--- config.mk ---
export PLATFORM = sky130hd
export DESIGN_NAME = led_i2c_regs
export DESIGN_NICKNAME = d
export VERILOG_FILES = /design/src/hw/led_i2c_pkg.sv /design/src/hw/bus_pin_sync.sv /design/src/hw/led_i2c_regs.sv
export VERILOG_INCLUDE_DIRS = /design/src /design/src/hw
export SDC_FILE = /design/constraint.sdc
export NUM_CORES = 1
export LEC_CHECK = 0
export BUFFER_PORTS_ARGS = -buffer_cell sky130_fd_sc_hd__buf_2
export CORE_MARGIN = 4
export CORE_UTILIZATION = 37
export CTS_CLUSTER_DIAMETER = 150
export DETAILED_ROUTE_END_ITERATION = 10
export PLACE_DENSITY = 0.65
export SYNTH_ARGS = -nofsm -noshare
export SYNTH_HDL_FRONTEND = slang
export SYNTH_HIERARCHICAL = 1
export SYNTH_SLANG_ARGS = --single-unit
--- constraint.sdc ---
create_clock -name mclk -period 2.07 [get_ports mclk]
set_clock_uncertainty 0.1 [all_clocks]
set_input_delay 0 -clock mclk [delete_from_list [all_inputs] [get_ports mclk]]
set_output_delay 0 -clock mclk [all_outputs]
set_load 0.005 [all_outputs]
--- src/hw/led_i2c_cfg.svh ---
// Purpose: Offsets, field positions and reset values of the LED driver register port.
// Assumes: Included by bare name from the register port, the bench and the checker files.
// Notes:   Definitions only.
`ifndef LED_I2C_CFG_SVH
`define LED_I2C_CFG_SVH

// ----------------------------------------------------------------------------
// Chip address and direction
// ----------------------------------------------------------------------------
`define CHIP_ADDR          7'h36
`define DIR_WRITE          1'b0
`define DIR_READ           1'b1
`define BYTE_BITS          4'h8

// ----------------------------------------------------------------------------
// Register indices
// ----------------------------------------------------------------------------
`define IDX_GROUP_ENABLE   8'h10
`define IDX_RAMP_STEP      8'h20
`define IDX_VF_MON_DELAY   8'h60
`define IDX_MAIN_BRIGHT    8'ha0
`define IDX_AUX_BRIGHT     8'hb0
`define IDX_IND_BRIGHT     8'hc0

// ----------------------------------------------------------------------------
// Power-on values
// ----------------------------------------------------------------------------
`define RST_GROUP_ENABLE   8'h00
`define RST_RAMP_STEP      8'hf0
`define RST_VF_MON_DELAY   8'hfc
`define RST_MAIN_BRIGHT    8'he0
`define RST_AUX_BRIGHT     8'hf8
`define RST_IND_BRIGHT     8'hf8

// ----------------------------------------------------------------------------
// Fields of the group enable and assignment register
// ----------------------------------------------------------------------------
`define BIT_MAIN_ON        0
`define BIT_AUX_ON         1
`define BIT_IND_ON         2
`define BIT_SINK53_MAIN    3
`define BIT_SINK62_MAIN    4

`endif

--- src/hw/led_i2c_pkg.sv ---
// Purpose: Types shared by the LED driver register port.
// Assumes: Constants come from led_i2c_cfg.svh.
// Notes:   Types only.
package led_i2c_pkg;

  typedef enum logic [2:0] {
    ST_IDLE,
    ST_RX,
    ST_ACK,
    ST_TX,
    ST_TX_ACK,
    ST_IGNORE
  } state_t;

  typedef enum logic [1:0] {
    KIND_ADDR,
    KIND_INDEX,
    KIND_DATA
  } byte_kind_t;

  typedef struct packed {
    logic [7:0] group_enable_and_assign;
    logic [7:0] ramp_step_time;
    logic [7:0] forward_voltage_monitor_delay;
    logic [7:0] main_group_brightness;
    logic [7:0] aux_group_brightness;
    logic [7:0] indicator_brightness;
  } reg_bank_t;

  typedef struct packed {
    logic scl;
    logic sda;
    logic scl_rise;
    logic scl_fall;
    logic start;
    logic stop;
    logic reset_pin_n;
  } bus_events_t;

endpackage

--- src/hw/bus_pin_sync.sv ---
// Purpose: Brings the clock, data and reset pins into the mclk domain.
// Assumes: Pins are asynchronous to mclk; mclk is far faster than the serial clock.
// Notes:   Only the second stage of each synchroniser is read by logic.
`timescale 1ns/1ps
module bus_pin_sync (
  input  wire logic                     mclk,
  input  wire logic                     srst,
  input  wire logic                     scl_in,
  input  wire logic                     sda_in,
  input  wire logic                     hardware_reset_pin_n,
  output led_i2c_pkg::bus_events_t      events
);
  import led_i2c_pkg::*;

  logic [2:0] meta_q;
  logic [2:0] meta_d;
  logic [2:0] sync_q;
  logic [2:0] sync_d;
  logic [1:0] last_q;
  logic [1:0] last_d;

  // --------------------------------------------------------------------------
  // Two-stage synchronisers and history of the line levels
  // --------------------------------------------------------------------------
  always_comb begin
    meta_d = {hardware_reset_pin_n, sda_in, scl_in};
    sync_d = meta_q;
    last_d = sync_q[1:0];
  end

  always_ff @(posedge mclk) begin
    if (srst) begin
      meta_q <= 3'h7;
      sync_q <= 3'h7;
      last_q <= 2'h3;
    end else begin
      meta_q <= meta_d;
      sync_q <= sync_d;
      last_q <= last_d;
    end
  end

  // --------------------------------------------------------------------------
  // Edge and condition detection
  // --------------------------------------------------------------------------
  always_comb begin
    events.scl         = sync_q[0];
    events.sda         = sync_q[1];
    events.reset_pin_n = sync_q[2];
    events.scl_rise    = sync_q[0] & ~last_q[0];
    events.scl_fall    = ~sync_q[0] & last_q[0];
    events.start       = sync_q[0] & last_q[0] & last_q[1] & ~sync_q[1]; // RL2
    events.stop        = sync_q[0] & last_q[0] & ~last_q[1] & sync_q[1]; // RL3
  end

endmodule

--- src/hw/led_i2c_regs.sv ---
// Purpose: Serial register port and register bank of an eight-sink LED driver.
// Assumes: The serial clock runs far slower than mclk; the data pin is open drain.
// Notes:   The serial clock and data are oversampled; no clock is taken from the pins.
//          A read returns the register at the last written index; unknown
//          indices read as zero and further read bytes repeat that register.
//          The reset pin overrides start and stop, which override the
//          byte-level protocol state.
//
// How it works
// RL1 - Data changes only while serial clock low.
// RL2 - Master starts: data falls, clock high.
// RL3 - Master stops: data rises, clock high.
// RL4 - Bus busy from start until stop.
// RL5 - Repeated start restarts address reception.
// RL6 - Eight bits MSB first, then acknowledge.
// RL7 - Master clocks and releases acknowledge slot.
// RL8 - Device pulls data low on ninth pulse.
// RL9 - First byte: seven-bit address plus direction.
// RL10 - Respond only to chip address 36h.
// RL11 - Direction zero writes, one reads.
// RL12 - Second write byte is register index.
// RL13 - Third write byte stored in indexed register.
// RL14 - Reset pin low clears all registers; code loads power-on values.
// RL15 - Enable bits switch main, aux, indicator drivers.
// RL16 - Assignment bit one: main group, zero: aux.
// RL17 - Foreign address: stay released until start.
// RL18 - Unknown index changes no register.
`timescale 1ns/1ps
`include "led_i2c_cfg.svh"
module led_i2c_regs (
  input  wire logic                     mclk,
  input  wire logic                     srst,
  input  wire logic                     scl_in,
  input  wire logic                     sda_in,
  output logic                          sda_out,
  output logic                          sda_oe,
  input  wire logic                     hardware_reset_pin_n,
  output led_i2c_pkg::reg_bank_t        regs,
  output logic                          bus_busy,
  output logic                          device_shutdown,
  output logic                          main_group_drivers_on,
  output logic                          aux_group_drivers_on,
  output logic                          indicator_driver_on,
  output logic                          sink_fifty_three_to_main,
  output logic                          sink_sixty_two_to_main
);
  import led_i2c_pkg::*;

  // --------------------------------------------------------------------------
  // Register decoding helpers
  // --------------------------------------------------------------------------
  function automatic logic index_known(input logic [7:0] idx);
    index_known = (idx == `IDX_GROUP_ENABLE) || (idx == `IDX_RAMP_STEP) ||
                  (idx == `IDX_VF_MON_DELAY) || (idx == `IDX_MAIN_BRIGHT) ||
                  (idx == `IDX_AUX_BRIGHT) || (idx == `IDX_IND_BRIGHT);
  endfunction

  function automatic logic [7:0] read_reg(input logic [7:0] idx, input reg_bank_t bank);
    read_reg = 8'h00;
    unique case (idx)
      `IDX_GROUP_ENABLE: read_reg = bank.group_enable_and_assign;
      `IDX_RAMP_STEP:    read_reg = bank.ramp_step_time;
      `IDX_VF_MON_DELAY: read_reg = bank.forward_voltage_monitor_delay;
      `IDX_MAIN_BRIGHT:  read_reg = bank.main_group_brightness;
      `IDX_AUX_BRIGHT:   read_reg = bank.aux_group_brightness;
      `IDX_IND_BRIGHT:   read_reg = bank.indicator_brightness;
      default:           read_reg = 8'h00;
    endcase
  endfunction

  function automatic reg_bank_t reset_bank();
    reset_bank.group_enable_and_assign       = `RST_GROUP_ENABLE;
    reset_bank.ramp_step_time                = `RST_RAMP_STEP;
    reset_bank.forward_voltage_monitor_delay = `RST_VF_MON_DELAY;
    reset_bank.main_group_brightness         = `RST_MAIN_BRIGHT;
    reset_bank.aux_group_brightness          = `RST_AUX_BRIGHT;
    reset_bank.indicator_brightness          = `RST_IND_BRIGHT;
  endfunction

  // --------------------------------------------------------------------------
  // Pin synchronisation
  // --------------------------------------------------------------------------
  // Only events from the second synchroniser stage reach the protocol logic.
  bus_events_t ev;

  bus_pin_sync u_sync (
    .mclk                 (mclk),
    .srst                 (srst),
    .scl_in               (scl_in),
    .sda_in               (sda_in),
    .hardware_reset_pin_n (hardware_reset_pin_n),
    .events               (ev)
  );

  // --------------------------------------------------------------------------
  // Protocol state
  // --------------------------------------------------------------------------
  state_t     state_q;
  state_t     state_d;
  byte_kind_t kind_q;
  byte_kind_t kind_d;
  logic [3:0] cnt_q;
  logic [3:0] cnt_d;
  logic [7:0] shift_q;
  logic [7:0] shift_d;
  logic [7:0] index_q;
  logic [7:0] index_d;
  logic       rw_q;
  logic       rw_d;
  logic       oe_q;
  logic       oe_d;
  logic       busy_q;
  logic       busy_d;
  reg_bank_t  bank_q;
  reg_bank_t  bank_d;

  // --------------------------------------------------------------------------
  // Read data
  // --------------------------------------------------------------------------
  // The byte for a read is fetched once here and used by ST_ACK and ST_TX_ACK.
  logic [7:0] rd_byte;

  always_comb begin
    rd_byte = read_reg(index_q, bank_q);
  end

  always_comb begin
    state_d = state_q;
    kind_d  = kind_q;
    cnt_d   = cnt_q;
    shift_d = shift_q;
    index_d = index_q;
    rw_d    = rw_q;
    oe_d    = oe_q;
    busy_d  = busy_q;
    bank_d  = bank_q;
    if (!ev.reset_pin_n) begin
      // The reset pin shuts the port down and restores power-on values.
      state_d = ST_IDLE;
      oe_d    = 1'b0;
      busy_d  = 1'b0;
      cnt_d   = 4'h0;
      index_d = 8'h00;
      bank_d  = reset_bank(); // RL14
    end else if (ev.start) begin
      state_d = ST_RX; // RL5
      kind_d  = KIND_ADDR; // RL9
      cnt_d   = 4'h0;
      oe_d    = 1'b0;
      busy_d  = 1'b1; // RL4
    end else if (ev.stop) begin
      state_d = ST_IDLE;
      oe_d    = 1'b0;
      busy_d  = 1'b0; // RL4
    end else begin
      unique case (state_q)
        ST_IDLE, ST_IGNORE: begin
          // Between frames or after a foreign address the pin stays released.
          oe_d = 1'b0; // RL17
        end
        ST_RX: begin
          if (ev.scl_rise && cnt_q < `BYTE_BITS) begin
            shift_d = {shift_q[6:0], ev.sda}; // RL6
            cnt_d   = cnt_q + 4'h1;
          end else if (ev.scl_fall && cnt_q == `BYTE_BITS) begin
            // Acknowledge is driven in the low phase after the eighth bit.
            state_d = ST_ACK; // RL1
            oe_d    = 1'b1;
            unique case (kind_q)
              KIND_ADDR: begin
                rw_d = shift_q[0]; // RL11
                if (shift_q[7:1] != `CHIP_ADDR) begin // RL10
                  state_d = ST_IGNORE; // RL17
                  oe_d    = 1'b0;
                end
              end
              KIND_INDEX: begin
                index_d = shift_q; // RL12
              end
              KIND_DATA: begin
                // Further data bytes rewrite the same register.
                if (index_known(index_q)) begin // RL18
                  unique case (index_q)
                    `IDX_GROUP_ENABLE: bank_d.group_enable_and_assign = shift_q; // RL13
                    `IDX_RAMP_STEP:    bank_d.ramp_step_time = shift_q;
                    `IDX_VF_MON_DELAY: bank_d.forward_voltage_monitor_delay = shift_q;
                    `IDX_MAIN_BRIGHT:  bank_d.main_group_brightness = shift_q;
                    `IDX_AUX_BRIGHT:   bank_d.aux_group_brightness = shift_q;
                    default:           bank_d.indicator_brightness = shift_q;
                  endcase
                end
              end
              default: state_d = ST_IGNORE;
            endcase
          end
        end
        ST_ACK: begin
          // Data held low through the whole ninth pulse; after it, released, or for a read set to the first data bit.
          if (ev.scl_fall) begin // RL8
            cnt_d = 4'h0;
            if (kind_q == KIND_ADDR && rw_q == `DIR_READ) begin
              state_d = ST_TX; // RL11
              shift_d = rd_byte;
              oe_d    = ~rd_byte[7];
            end else begin
              state_d = ST_RX;
              oe_d    = 1'b0; // RL7
              kind_d  = (kind_q == KIND_ADDR) ? KIND_INDEX : KIND_DATA;
            end
          end
        end
        ST_TX: begin
          // Each read bit is set up in the low phase after a clock fall.
          if (ev.scl_fall) begin // RL1
            shift_d = {shift_q[6:0], 1'b0};
            cnt_d   = cnt_q + 4'h1;
            if (cnt_q == 4'h7) begin
              state_d = ST_TX_ACK;
              oe_d    = 1'b0;
              cnt_d   = 4'h0;
            end else begin
              oe_d = ~shift_q[6]; // RL6
            end
          end
        end
        ST_TX_ACK: begin
          // A high level in the ninth pulse ends the read; low asks for more.
          if (ev.scl_rise) begin
            if (ev.sda) begin
              state_d = ST_IGNORE;
            end else begin
              cnt_d = 4'h1;
            end
          end else if (ev.scl_fall && cnt_q == 4'h1) begin
            state_d = ST_TX;
            cnt_d   = 4'h0;
            shift_d = rd_byte;
            oe_d    = ~rd_byte[7];
          end
        end
        default: state_d = ST_IDLE;
      endcase
    end
  end

  always_ff @(posedge mclk) begin
    if (srst) begin
      state_q <= ST_IDLE;
      kind_q  <= KIND_ADDR;
      cnt_q   <= 4'h0;
      shift_q <= 8'h00;
      index_q <= 8'h00;
      rw_q    <= `DIR_WRITE;
      oe_q    <= 1'b0;
      busy_q  <= 1'b0;
      bank_q  <= reset_bank(); // RL14
    end else begin
      state_q <= state_d;
      kind_q  <= kind_d;
      cnt_q   <= cnt_d;
      shift_q <= shift_d;
      index_q <= index_d;
      rw_q    <= rw_d;
      oe_q    <= oe_d;
      busy_q  <= busy_d;
      bank_q  <= bank_d;
    end
  end

  // --------------------------------------------------------------------------
  // Outputs
  // --------------------------------------------------------------------------
  // Shutdown follows the synchronised reset pin one cycle later.
  logic shut_q;
  logic shut_d;

  always_comb begin
    shut_d = ~ev.reset_pin_n;
  end

  always_ff @(posedge mclk) begin
    if (srst) begin
      shut_q <= 1'b0;
    end else begin
      shut_q <= shut_d;
    end
  end

  // The data pin is open drain, so only its enable ever moves.
  always_comb begin
    sda_out                  = 1'b0;
    sda_oe                   = oe_q;
    regs                     = bank_q;
    bus_busy                 = busy_q;
    device_shutdown          = shut_q;
    main_group_drivers_on    = bank_q.group_enable_and_assign[`BIT_MAIN_ON]; // RL15
    aux_group_drivers_on     = bank_q.group_enable_and_assign[`BIT_AUX_ON];
    indicator_driver_on      = bank_q.group_enable_and_assign[`BIT_IND_ON];
    sink_fifty_three_to_main = bank_q.group_enable_and_assign[`BIT_SINK53_MAIN]; // RL16
    sink_sixty_two_to_main   = bank_q.group_enable_and_assign[`BIT_SINK62_MAIN]; // RL16
  end

endmodule

## Word level (Yosys, flattened, before mapping)

Index checks and enable logic that the tools add are counted.

- Equality and inequality tests: 39
- Bitwise gates (word level): 19
- $lt $le $gt $ge: 1
- Mux-type cells: 49
- $add $sub $neg: 1
- Reductions and logical operators: 36

Operators by type and width:

| kind | number |
|---|---|
| AND reduction 8 bit | 8 |
| 2-to-1 mux 8 bit | 6 |
| case mux 8 bit (6 select lines) | 1 |
| case mux 8 bit (4 select lines) | 1 |
| 2-to-1 mux 4 bit | 7 |
| 2-to-1 mux 3 bit | 9 |
| == test 8 bit, second input constant | 3 |
| AND reduction 7 bit | 3 |
| != test 2 bit, second input constant | 10 |
| != test 4 bit, second input constant | 5 |
| case mux 4 bit (4 select lines) | 1 |
| case mux 3 bit (5 select lines) | 1 |
| 2-to-1 mux 1 bit | 14 |
| 2-to-1 mux 2 bit | 7 |
| NOT 1 bit | 12 |
| AND reduction 10 bit | 1 |
| != test 3 bit, second input constant | 3 |
| == test 8 x 5 -> 1 bit, second input constant | 1 |
| == test 8 x 6 -> 1 bit, second input constant | 1 |
| == test 8 x 7 -> 1 bit, second input constant | 1 |
| bitwise AND 1 bit | 7 |
| != test 7 x 6 -> 1 bit, second input constant | 1 |
| == test 3 x 2 -> 1 bit, second input constant | 2 |
| == test 3 bit, second input constant | 2 |
| other kinds (27) | 38 |

- Input port bits: 5
- Word-level logic and storage cells: 164
- Output and inout port bits: 57
- Flip-flop bits (word level): 85

## Depth between registers and ports, before layout

Gate-level depths: netlist (run 1).

- Depth after elaboration: 8
- Mapped depth: 9
- Mapped depth without buffers: 7

## Modules after synthesis

The synthesis (run 1) kept the hierarchy.

By module, submodules not included:

| module | cells each | instances | seq. area each (µm²) | area each (µm²) |
|---|---|---|---|---|
| led_i2c_regs | 489 | 1 | 1541.5 | 4086.4 |
| bus_pin_sync | 20 | 1 | 160.2 | 242.7 |

## Least setup slack after synthesis (run 1)

OpenSTA, ideal clock, no wires.

- Kind: reg2reg
- Start point: reg u_sync.sync_q[1]
- End point: reg shift_q[0]
- Period minus slack after synthesis: 2141 ps
- Stages on the path, launching flop included: 9
- Data arrival time: 1921 ps
- Path buffers: 2
- Library setup time: 120 ps
- Data required time: 1850 ps
- Slack: -71 ps
- Cells stage by stage: dfxtp_1 -> and4b_1 -> clkbuf_1 -> nor4b_1 -> a311o_1 -> nand4_1 -> clkbuf_1 -> a21oi_1 -> o31a_1

RTL lines:

| element | line | RTL |
|---|---|---|
| from (decl) | bus_pin_sync.sv:17 | `logic [2:0] sync_q;` |
| from (signal assigned) | bus_pin_sync.sv:38 | `sync_q <= sync_d;` |
| to (signal assigned) | led_i2c_regs.sv:261 | `shift_q <= shift_d;` |
| to (decl) | led_i2c_regs.sv:104 | `logic [7:0] shift_q;` |

==> results of run 1 <==
[final timing paths]
kind,startpoint,end,slack [ps]
hold / removal,u_sync/meta_q[1],u_sync/sync_q[1],310
hold reg to reg,u_sync/meta_q[1],u_sync/sync_q[1],310
setup / recovery,u_sync/last_q[0],regs[46],60
setup reg to reg,u_sync/last_q[0],regs[46],60
[synthesized netlist by cell type (4+ instances only)]
| library cell | n | share of area |
|---|---|---|
| a21oi_1 | 28 | 0.032 |
| a22o_1 | 7 | 0.014 |
| a22oi_1 | 8 | 0.014 |
| a311o_1 | 6 | 0.014 |
| and4b_1 | 4 | 0.0092 |
| buf_2 | 15 | 0.017 |
| buf_4 | 11 | 0.019 |
| clkbuf_1 | 19 | 0.016 |
| dfxtp_1 | 85 | 0.39 |
| ha_1 | 7 | 0.020 |
| inv_1 | 12 | 0.010 |
| mux2i_1 | 34 | 0.079 |
| nand2_1 | 60 | 0.052 |
| nand2b_1 | 6 | 0.0087 |
| nand3_1 | 26 | 0.030 |
| nand3_2 | 7 | 0.016 |
| nand3b_1 | 4 | 0.0069 |
| nor2_1 | 42 | 0.036 |
| nor2b_1 | 12 | 0.017 |
| nor3_1 | 15 | 0.017 |
| nor3b_1 | 4 | 0.0069 |
| o21ai_0 | 17 | 0.020 |
| o21ai_2 | 6 | 0.012 |
| o22ai_1 | 9 | 0.013 |
| or2_1 | 8 | 0.012 |
[cells in the final DEF (no fill, tap or decap), types with 9 or more instances in the layout]
cell / synthesis / layout
buf_2: 15 / 60
nand2_1: 60 / 59
nor3_1: 15 / 15
a21oi_1: 28 / 28
o22ai_1: 9 / 9
o21ai_2: 6 / 10
buf_4: 11 / 44
nand3_2: 7 / 12
o21ai_0: 17 / 11
clkbuf_16: 0 / 10
mux2i_1: 34 / 34
dfxtp_1: 85 / 81
nand3_1: 26 / 20
inv_1: 12 / 10
nor2_1: 42 / 40
[area by class of cell]
type / count / area [µm²]
clock buffers: 9 / 225
fillers: 1088 / 5870
inverters: 12 / 47.5
multi-input cells: 364 / 2460
repair buffers: 122 / 882
clock inverters: 7 / 50.0
well taps: 143 / 179
flip-flops and latches: 85 / 1710
[timing repair]
| item | in CTS | in global routing |
|---|---|---|
| pin swaps | 1 | 5 |
| hold buffers | 7 | 0 |
| setup endpoints to repair | 42 | 55 |
| hold endpoints to repair | 9 | 0 |
| resized for setup | 3 | 47 |
| buffers inserted | 2 | 4 |
| gates cloned | 0 | 1 |
[kinds of logic after synthesis]
kind of cell,synth area share
and+or+nand+nor,0.264
AOI/OAI and AO/OA,0.163
DFF,0.393
buffers and inverters,0.0711
muxes,0.0838
adders and majority gates,0.0202
xor gates and xnor gates,0.00405
other,0.000866
[state kept, by name (all words and copies together), names as in the netlist, 3 cells and up]
| register | flops |
|---|---|
| index_q | 8 |
| cnt_q | 4 |
| state_q | 3 |
| regs | 45 |
| shift_q | 8 |
| u_sync/meta_q | 3 |
| u_sync/sync_q | 3 |
[power by group through the flow]
stage | Combinational, mW | Clock [mW] | Sequential, mW
final | 0.125 | 1.51 | 1.65
after CTS | 0.120 | 1.53 | 1.65
after global routing | 0.138 | 1.59 | 1.65
after global placement | 0.106 | 0 | 1.69
after floorplan | 0.0707 | 0 | 1.68
after detailed placement | 0.108 | 0 | 1.69
[routing by layer]
metal / wire [µm] / part of all wire / vias up
met1: 5780 / 0.45 / 1971
met3: 610 / 0.048 / 21
met4: 222 / 0.017 / 0
met5: 0 / 0 / -
met2: 6130 / 0.48 / 131
li1: - / - / 1974
==> results.md, run 1 <==
* Outcome: completed
* Die X-Extent at 116 µm
* Switching Share at 0.237
* DP Wirelength at 8.84 mm
* Critical Path Source Type: flop
* # nets final at 606
* Tmin final at 2010 ps
* Net Sw Power at 0.777 mW
* Met1 GRT Util at 0.247
* Final Cycle Share at 0.970
* Busiest grt layer: met2
* Initial core utilization at 0.379
* Clk sink count at 85
* Unrepaired setup endpoints after global routing: true
* Instance count on the critical path at 8
* Post-DR wirelength/cell at 17.2 µm
* I/O Pins at 62
* Core ar. at 0.0114 mm²
* Post-Route Utilization at 0.486
* Via count at 4097
* CP bufs+invs at 3
* Post-layout total power at 3.28 mW
* # diodes at 0
* Grt ovf at 0
* Highest ir drop seen on vdd at 0.000403 V
* Max Fclk at 0.498 GHz
* Sequential fraction of the synthesis area at 0.393
* Max FO, Critical Path at 8
* Leak Pwr at 2.24 nW
* Number of CTS-inserted buffers at 9
* Post-synth ARST share at 0
* Routed vias/inst at 5.52
* Hold Fails Final Rpt at 0
* Kind of critical path: flop to flop
* Post-Place Cells at 712
* Worst slack, placed at -107 ps
* Pin count of the biggest net entering global routing at 44
* Syn Inst Count at 509
* WHS Path Cells at 1
* GR Util met2 at 0.308
* Worst skew pair latency at 340 ps
* Initial antenna violation count at 0
* Clock buffer depth at 2
* Die Ht at 116 µm
* Yosys reg bits at 85
* Reg power frac at 0.503
* Critical path, cell by cell: and4b_2 > buf_6 > nor4_4 > buf_6 > and4b_2 > clkbuf_16 > nand3_2 > o21ai_2
* Synthesis-to-layout area growth at 28.3%
* DR pass1 iterations at 6
* CTS tree: built
* Clock network fraction of total power at 0.459
* Max cap viols at 0
* GPL Wtd Cong at 0.921
* Row cnt at 39
* Placed Instance Area at 0.00496 mm²
* CP top delay family: simple AND/OR/NAND/NOR gates
* Final Max Tran Viols at 0
* Crit path capture type: flop
* H-tree Lvls at 3
* Ys Warns at 6
* DRC viols at 0
* First-pass GRT wire length at 19.6 mm
* Global routing usage on met3 at 0.0301
* Slowest cell on the critical path: dfxtp_2
* Slew headroom at 0.649
* R2R depth at 8
* IO Port Bufs at 60
* Part of the power in combinational logic at 0.038
* Critical Path RT at 2250 ps
* Arrival @ worst endpoint at 2190 ps
* Layout Cells excl Fill at 742
* Post-Syn Area per Cell at 8.51 µm²
* Total wire length at 12.7 mm
* Vias in the first global route at 3842
* Top_reg_cell synth: dfxtp_1
* EDFF count, synth at 0
* Layout cells sized above 1 at 0.306
* Mapped cell area at 0.00433 mm²
* Pwr per Cell Area at 591 mW/mm²
* Initial DRC Count at 290
* Clock transition at the registers of the reported paths at 60 ps
* Hold Path Class: flop to flop
* Syn Nets at 521
* Setup ws final at 62.8 ps
* Slew @ Worst Pin at 526 ps
* GRT Util Overall at 0.187
* Root buf cell: clkbuf_16
* Full die area at 0.0135 mm²
* Cell-internal power at 2.50 mW
* Slowest stage delay, CP at 330 ps
* Setup violators final at 0
* Yosys cell types at 65
* Finished Cell Area at 0.00555 mm²
* Antenna Violating Nets Remaining at 0
* Setup_tns at 0 ps
* Final hold slack at 314 ps
No activity file was read; power rests on OpenSTA's default activity.
==> inputs of run 2 (changes only) <==
--- a/config.mk
+++ b/config.mk
@@ -14,5 +14,4 @@
 export PLACE_DENSITY = 0.65
 export SYNTH_ARGS = -nofsm -noshare
 export SYNTH_HDL_FRONTEND = slang
-export SYNTH_HIERARCHICAL = 1
 export SYNTH_SLANG_ARGS = --single-unit
==> results.md, run 2 <==
* Yosys top cell by area: dfxtp_1 (unchanged)
* Unrepaired setup endpoints after global routing: true (unchanged)
* Post-DR wirelength/cell at 18.1 µm (was 17.2 µm)
* Ys Warns at 0 (was 6)
* Post-Syn Area per Cell at 8.86 µm² (was 8.51 µm²)
* Worst skew pair latency at 340 ps (about the same)
* Tmin final at 2180 ps (was 2010 ps)
* Clk sink count at 85 (unchanged)
* Core ar. at 0.0115 mm² (was 0.0114 mm²)
* Clock buffer depth at 2 (unchanged)
* Critical Path RT at 2240 ps (was 2250 ps)
* Violated checks: negative setup slack
* Outcome: finished, violations left (was completed)
* Top-count cell post-synth: dfxtp_1 (unchanged)
* Initial core utilization at 0.382 (was 0.379)
* Root buf cell: clkbuf_16 (unchanged)
* Kind of critical path: flop to flop (unchanged)
* Worst slack, placed at -173 ps (was -107 ps)
* Layout cells sized above 1 at 0.363 (was 0.306)
* Yosys reg bits at 85 (unchanged)
* Clock transition at the registers of the reported paths at 70 ps (was 60 ps)
* GPL Wtd Cong at 0.889 (was 0.921)
* Vias in the first global route at 4134 (was 3842)
* Setup ws final at -107 ps (was 62.8 ps)
* Final Cycle Share at 1.05 (was 0.970)
* IO Port Bufs at 60 (unchanged)
* Crit path capture type: flop (unchanged)
* Die X-Extent at 117 µm (was 116 µm)
* DRC viols at 0 (unchanged)
* Max Fclk at 0.459 GHz (was 0.498 GHz)
* Hold Fails Final Rpt at 0 (unchanged)
* First-pass GRT wire length at 21.3 mm (was 19.6 mm)
* Total wire length at 13.6 mm (was 12.7 mm)
* Hold Path Class: input port to flop (was flop to flop)
* Syn Nets at 509 (was 521)
* DR pass1 iterations at 5 (was 6)
* Post-layout total power at 3.50 mW (was 3.28 mW)
* Most frequent cells in the layout: dfxtp_1, buf_4, buf_2 (was dfxtp_1, buf_2, nand2_1)
* Full die area at 0.0137 mm² (was 0.0135 mm²)
* Pin count of the biggest net entering global routing at 34 (was 44)
* Via count at 4186 (was 4097)
* EDFF count, synth at 0 (unchanged)
* Leak Pwr at 2.30 nW (was 2.24 nW)
* Pwr per Cell Area at 589 mW/mm² (was 591 mW/mm²)
* Most common cell after layout, fill and taps aside: dfxtp_1 (unchanged)
* Synthesis-to-layout area growth at 35.0% (was 28.3%)
* DP Wirelength at 9.43 mm (was 8.84 mm)
* Grt ovf at 0 (unchanged)
* Initial DRC Count at 262 (was 290)
* Share of the synthesized area in the top cell type at 0.387 (was 0.393)
* Post-synth ARST share at 0 (unchanged)
* Max FO, Critical Path at 5 (was 8)
* Yosys cell types at 69 (was 65)
* Max cap viols at 0 (unchanged)
* Critical Path Source Type: flop (unchanged)
* Setup violators final at 5 (was 0)
* Final Max Tran Viols at 0 (unchanged)
* Mapped cell area at 0.00440 mm² (was 0.00433 mm²)
* Most common library cells after synthesis: dfxtp_1, nand2_1, mux2i_1 (was dfxtp_1, nand2_1, nor2_1)
* Top_reg_cell synth: dfxtp_1 (unchanged)
* Sequential fraction of the synthesis area at 0.387 (was 0.393)
* I/O Pins at 62 (unchanged)
* GRT Util Overall at 0.199 (was 0.187)
* Syn Inst Count at 497 (was 509)
* Number of CTS-inserted buffers at 9 (unchanged)
* # nets final at 618 (was 606)
* # diodes at 0 (unchanged)
* Routed vias/inst at 5.55 (was 5.52)
* H-tree Lvls at 3 (unchanged)
* Highest ir drop seen on vdd at 0.000438 V (was 0.000403 V)
* Synth top area cells: dfxtp_1, mux2i_1, nand2_1 (unchanged)
* Antenna Violating Nets Remaining at 0 (unchanged)
* Initial antenna violation count at 0 (unchanged)
* CTS tree: built (unchanged)
* Row cnt at 39 (unchanged)
* Max reg flops at 45 (unchanged)
* Die Ht at 117 µm (was 116 µm)
* Arrival @ worst endpoint at 2350 ps (was 2190 ps)
## run 2: cell count changes in the layout (fill, tap and decap cells not counted), moves of 10 or more
cell | before | now
buf_4 | 44 | 64
nand3_1 | 20 | 5
nor3_1 | 15 | 2
o21ai_2 | 10 | 0
mux2i_1 | 34 | 53
a21oi_1 | 28 | 18
nand3_2 | 12 | 2
or2_2 | 0 | 10
## run 2: repair_timing
item                                    CTS  global route
gates cloned                              1             1
hold buffers                              4             0
resized for setup                        36            34
setup buffers                             6             4
hold endpoints to repair                  4             0
pin swaps                                 7            12
endpoints found under the setup margin   47            50
## run 2: final cells by class
cell class	instances	area [µm²]
well taps	143	179
inverters	17	63.8
flip-flops and latches	85	1710
clock buffers	11	243
repair buffers	143	1020
multi-input cells	350	2660
fillers	1073	5570
clock inverters	5	66.3
## run 2: cells by family after synthesis
family | Yosys count | synth area share
multiplexers | 57 | 0.130
other | 1 | 0.000852
XOR/XNOR | 1 | 0.00199
AO/OA/AOI/OAI | 103 | 0.170
flip-flops | 85 | 0.387
buffers and inverters | 62 | 0.0679
AND/OR/NAND/NOR | 181 | 0.223
adder cells (fa/ha/maj) | 7 | 0.0199
## run 2: final timing paths
check | end | start | depth (start not counted) | slack [ps]
min reg2reg | u_sync.sync_q[0] | u_sync.meta_q[0] | 1 | 310
max reg2reg | cnt_q[1] | cnt_q[2] | 5 | -110
max | cnt_q[1] | cnt_q[2] | 5 | -110
min | u_sync.meta_q[2] | hardware_reset_pin_n | 3 | 280
## run 2: per-stage QoR
step	TNS [ps]	util	hold slack [ps]	instances	instance area, µm²
after floorplan	-646	-	3.81	497	4430
after global placement	-727	0.450	86.1	722	5180
after detailed placement	-2130	0.450	85.3	722	5180
after CTS	-437	0.498	283	749	5740
after global routing	-1590	0.516	292	754	5940
final	-237	0.516	284	754	5940
## run 2: layer usage
layer / GRT usage / vias up / share of wire
li1: - / 1989 / -
met1: 0.249 / 2020 / 0.44
met2: 0.330 / 151 / 0.47
met3: 0.0458 / 26 / 0.058
met4: 0.0841 / 0 / 0.029
met5: 0 / - / 0
## run 2: power breakdown
| part | internal, mW | leakage (nW) | total, mW | switching, mW |
|---|---|---|---|---|
| logic | 0.0652 | 1.47 | 0.160 | 0.0949 |
| clock network | 0.986 | 0.149 | 1.68 | 0.698 |
| registers | 1.65 | 0.690 | 1.65 | 0.00784 |
## run 2: critical path, cell delays in order, from the launching register on
cell	delay, ps
dfxtp_2	340
or3b_4	380
o31a_4	340
a211o_4	340
or4b_1	470
a21oi_1	130
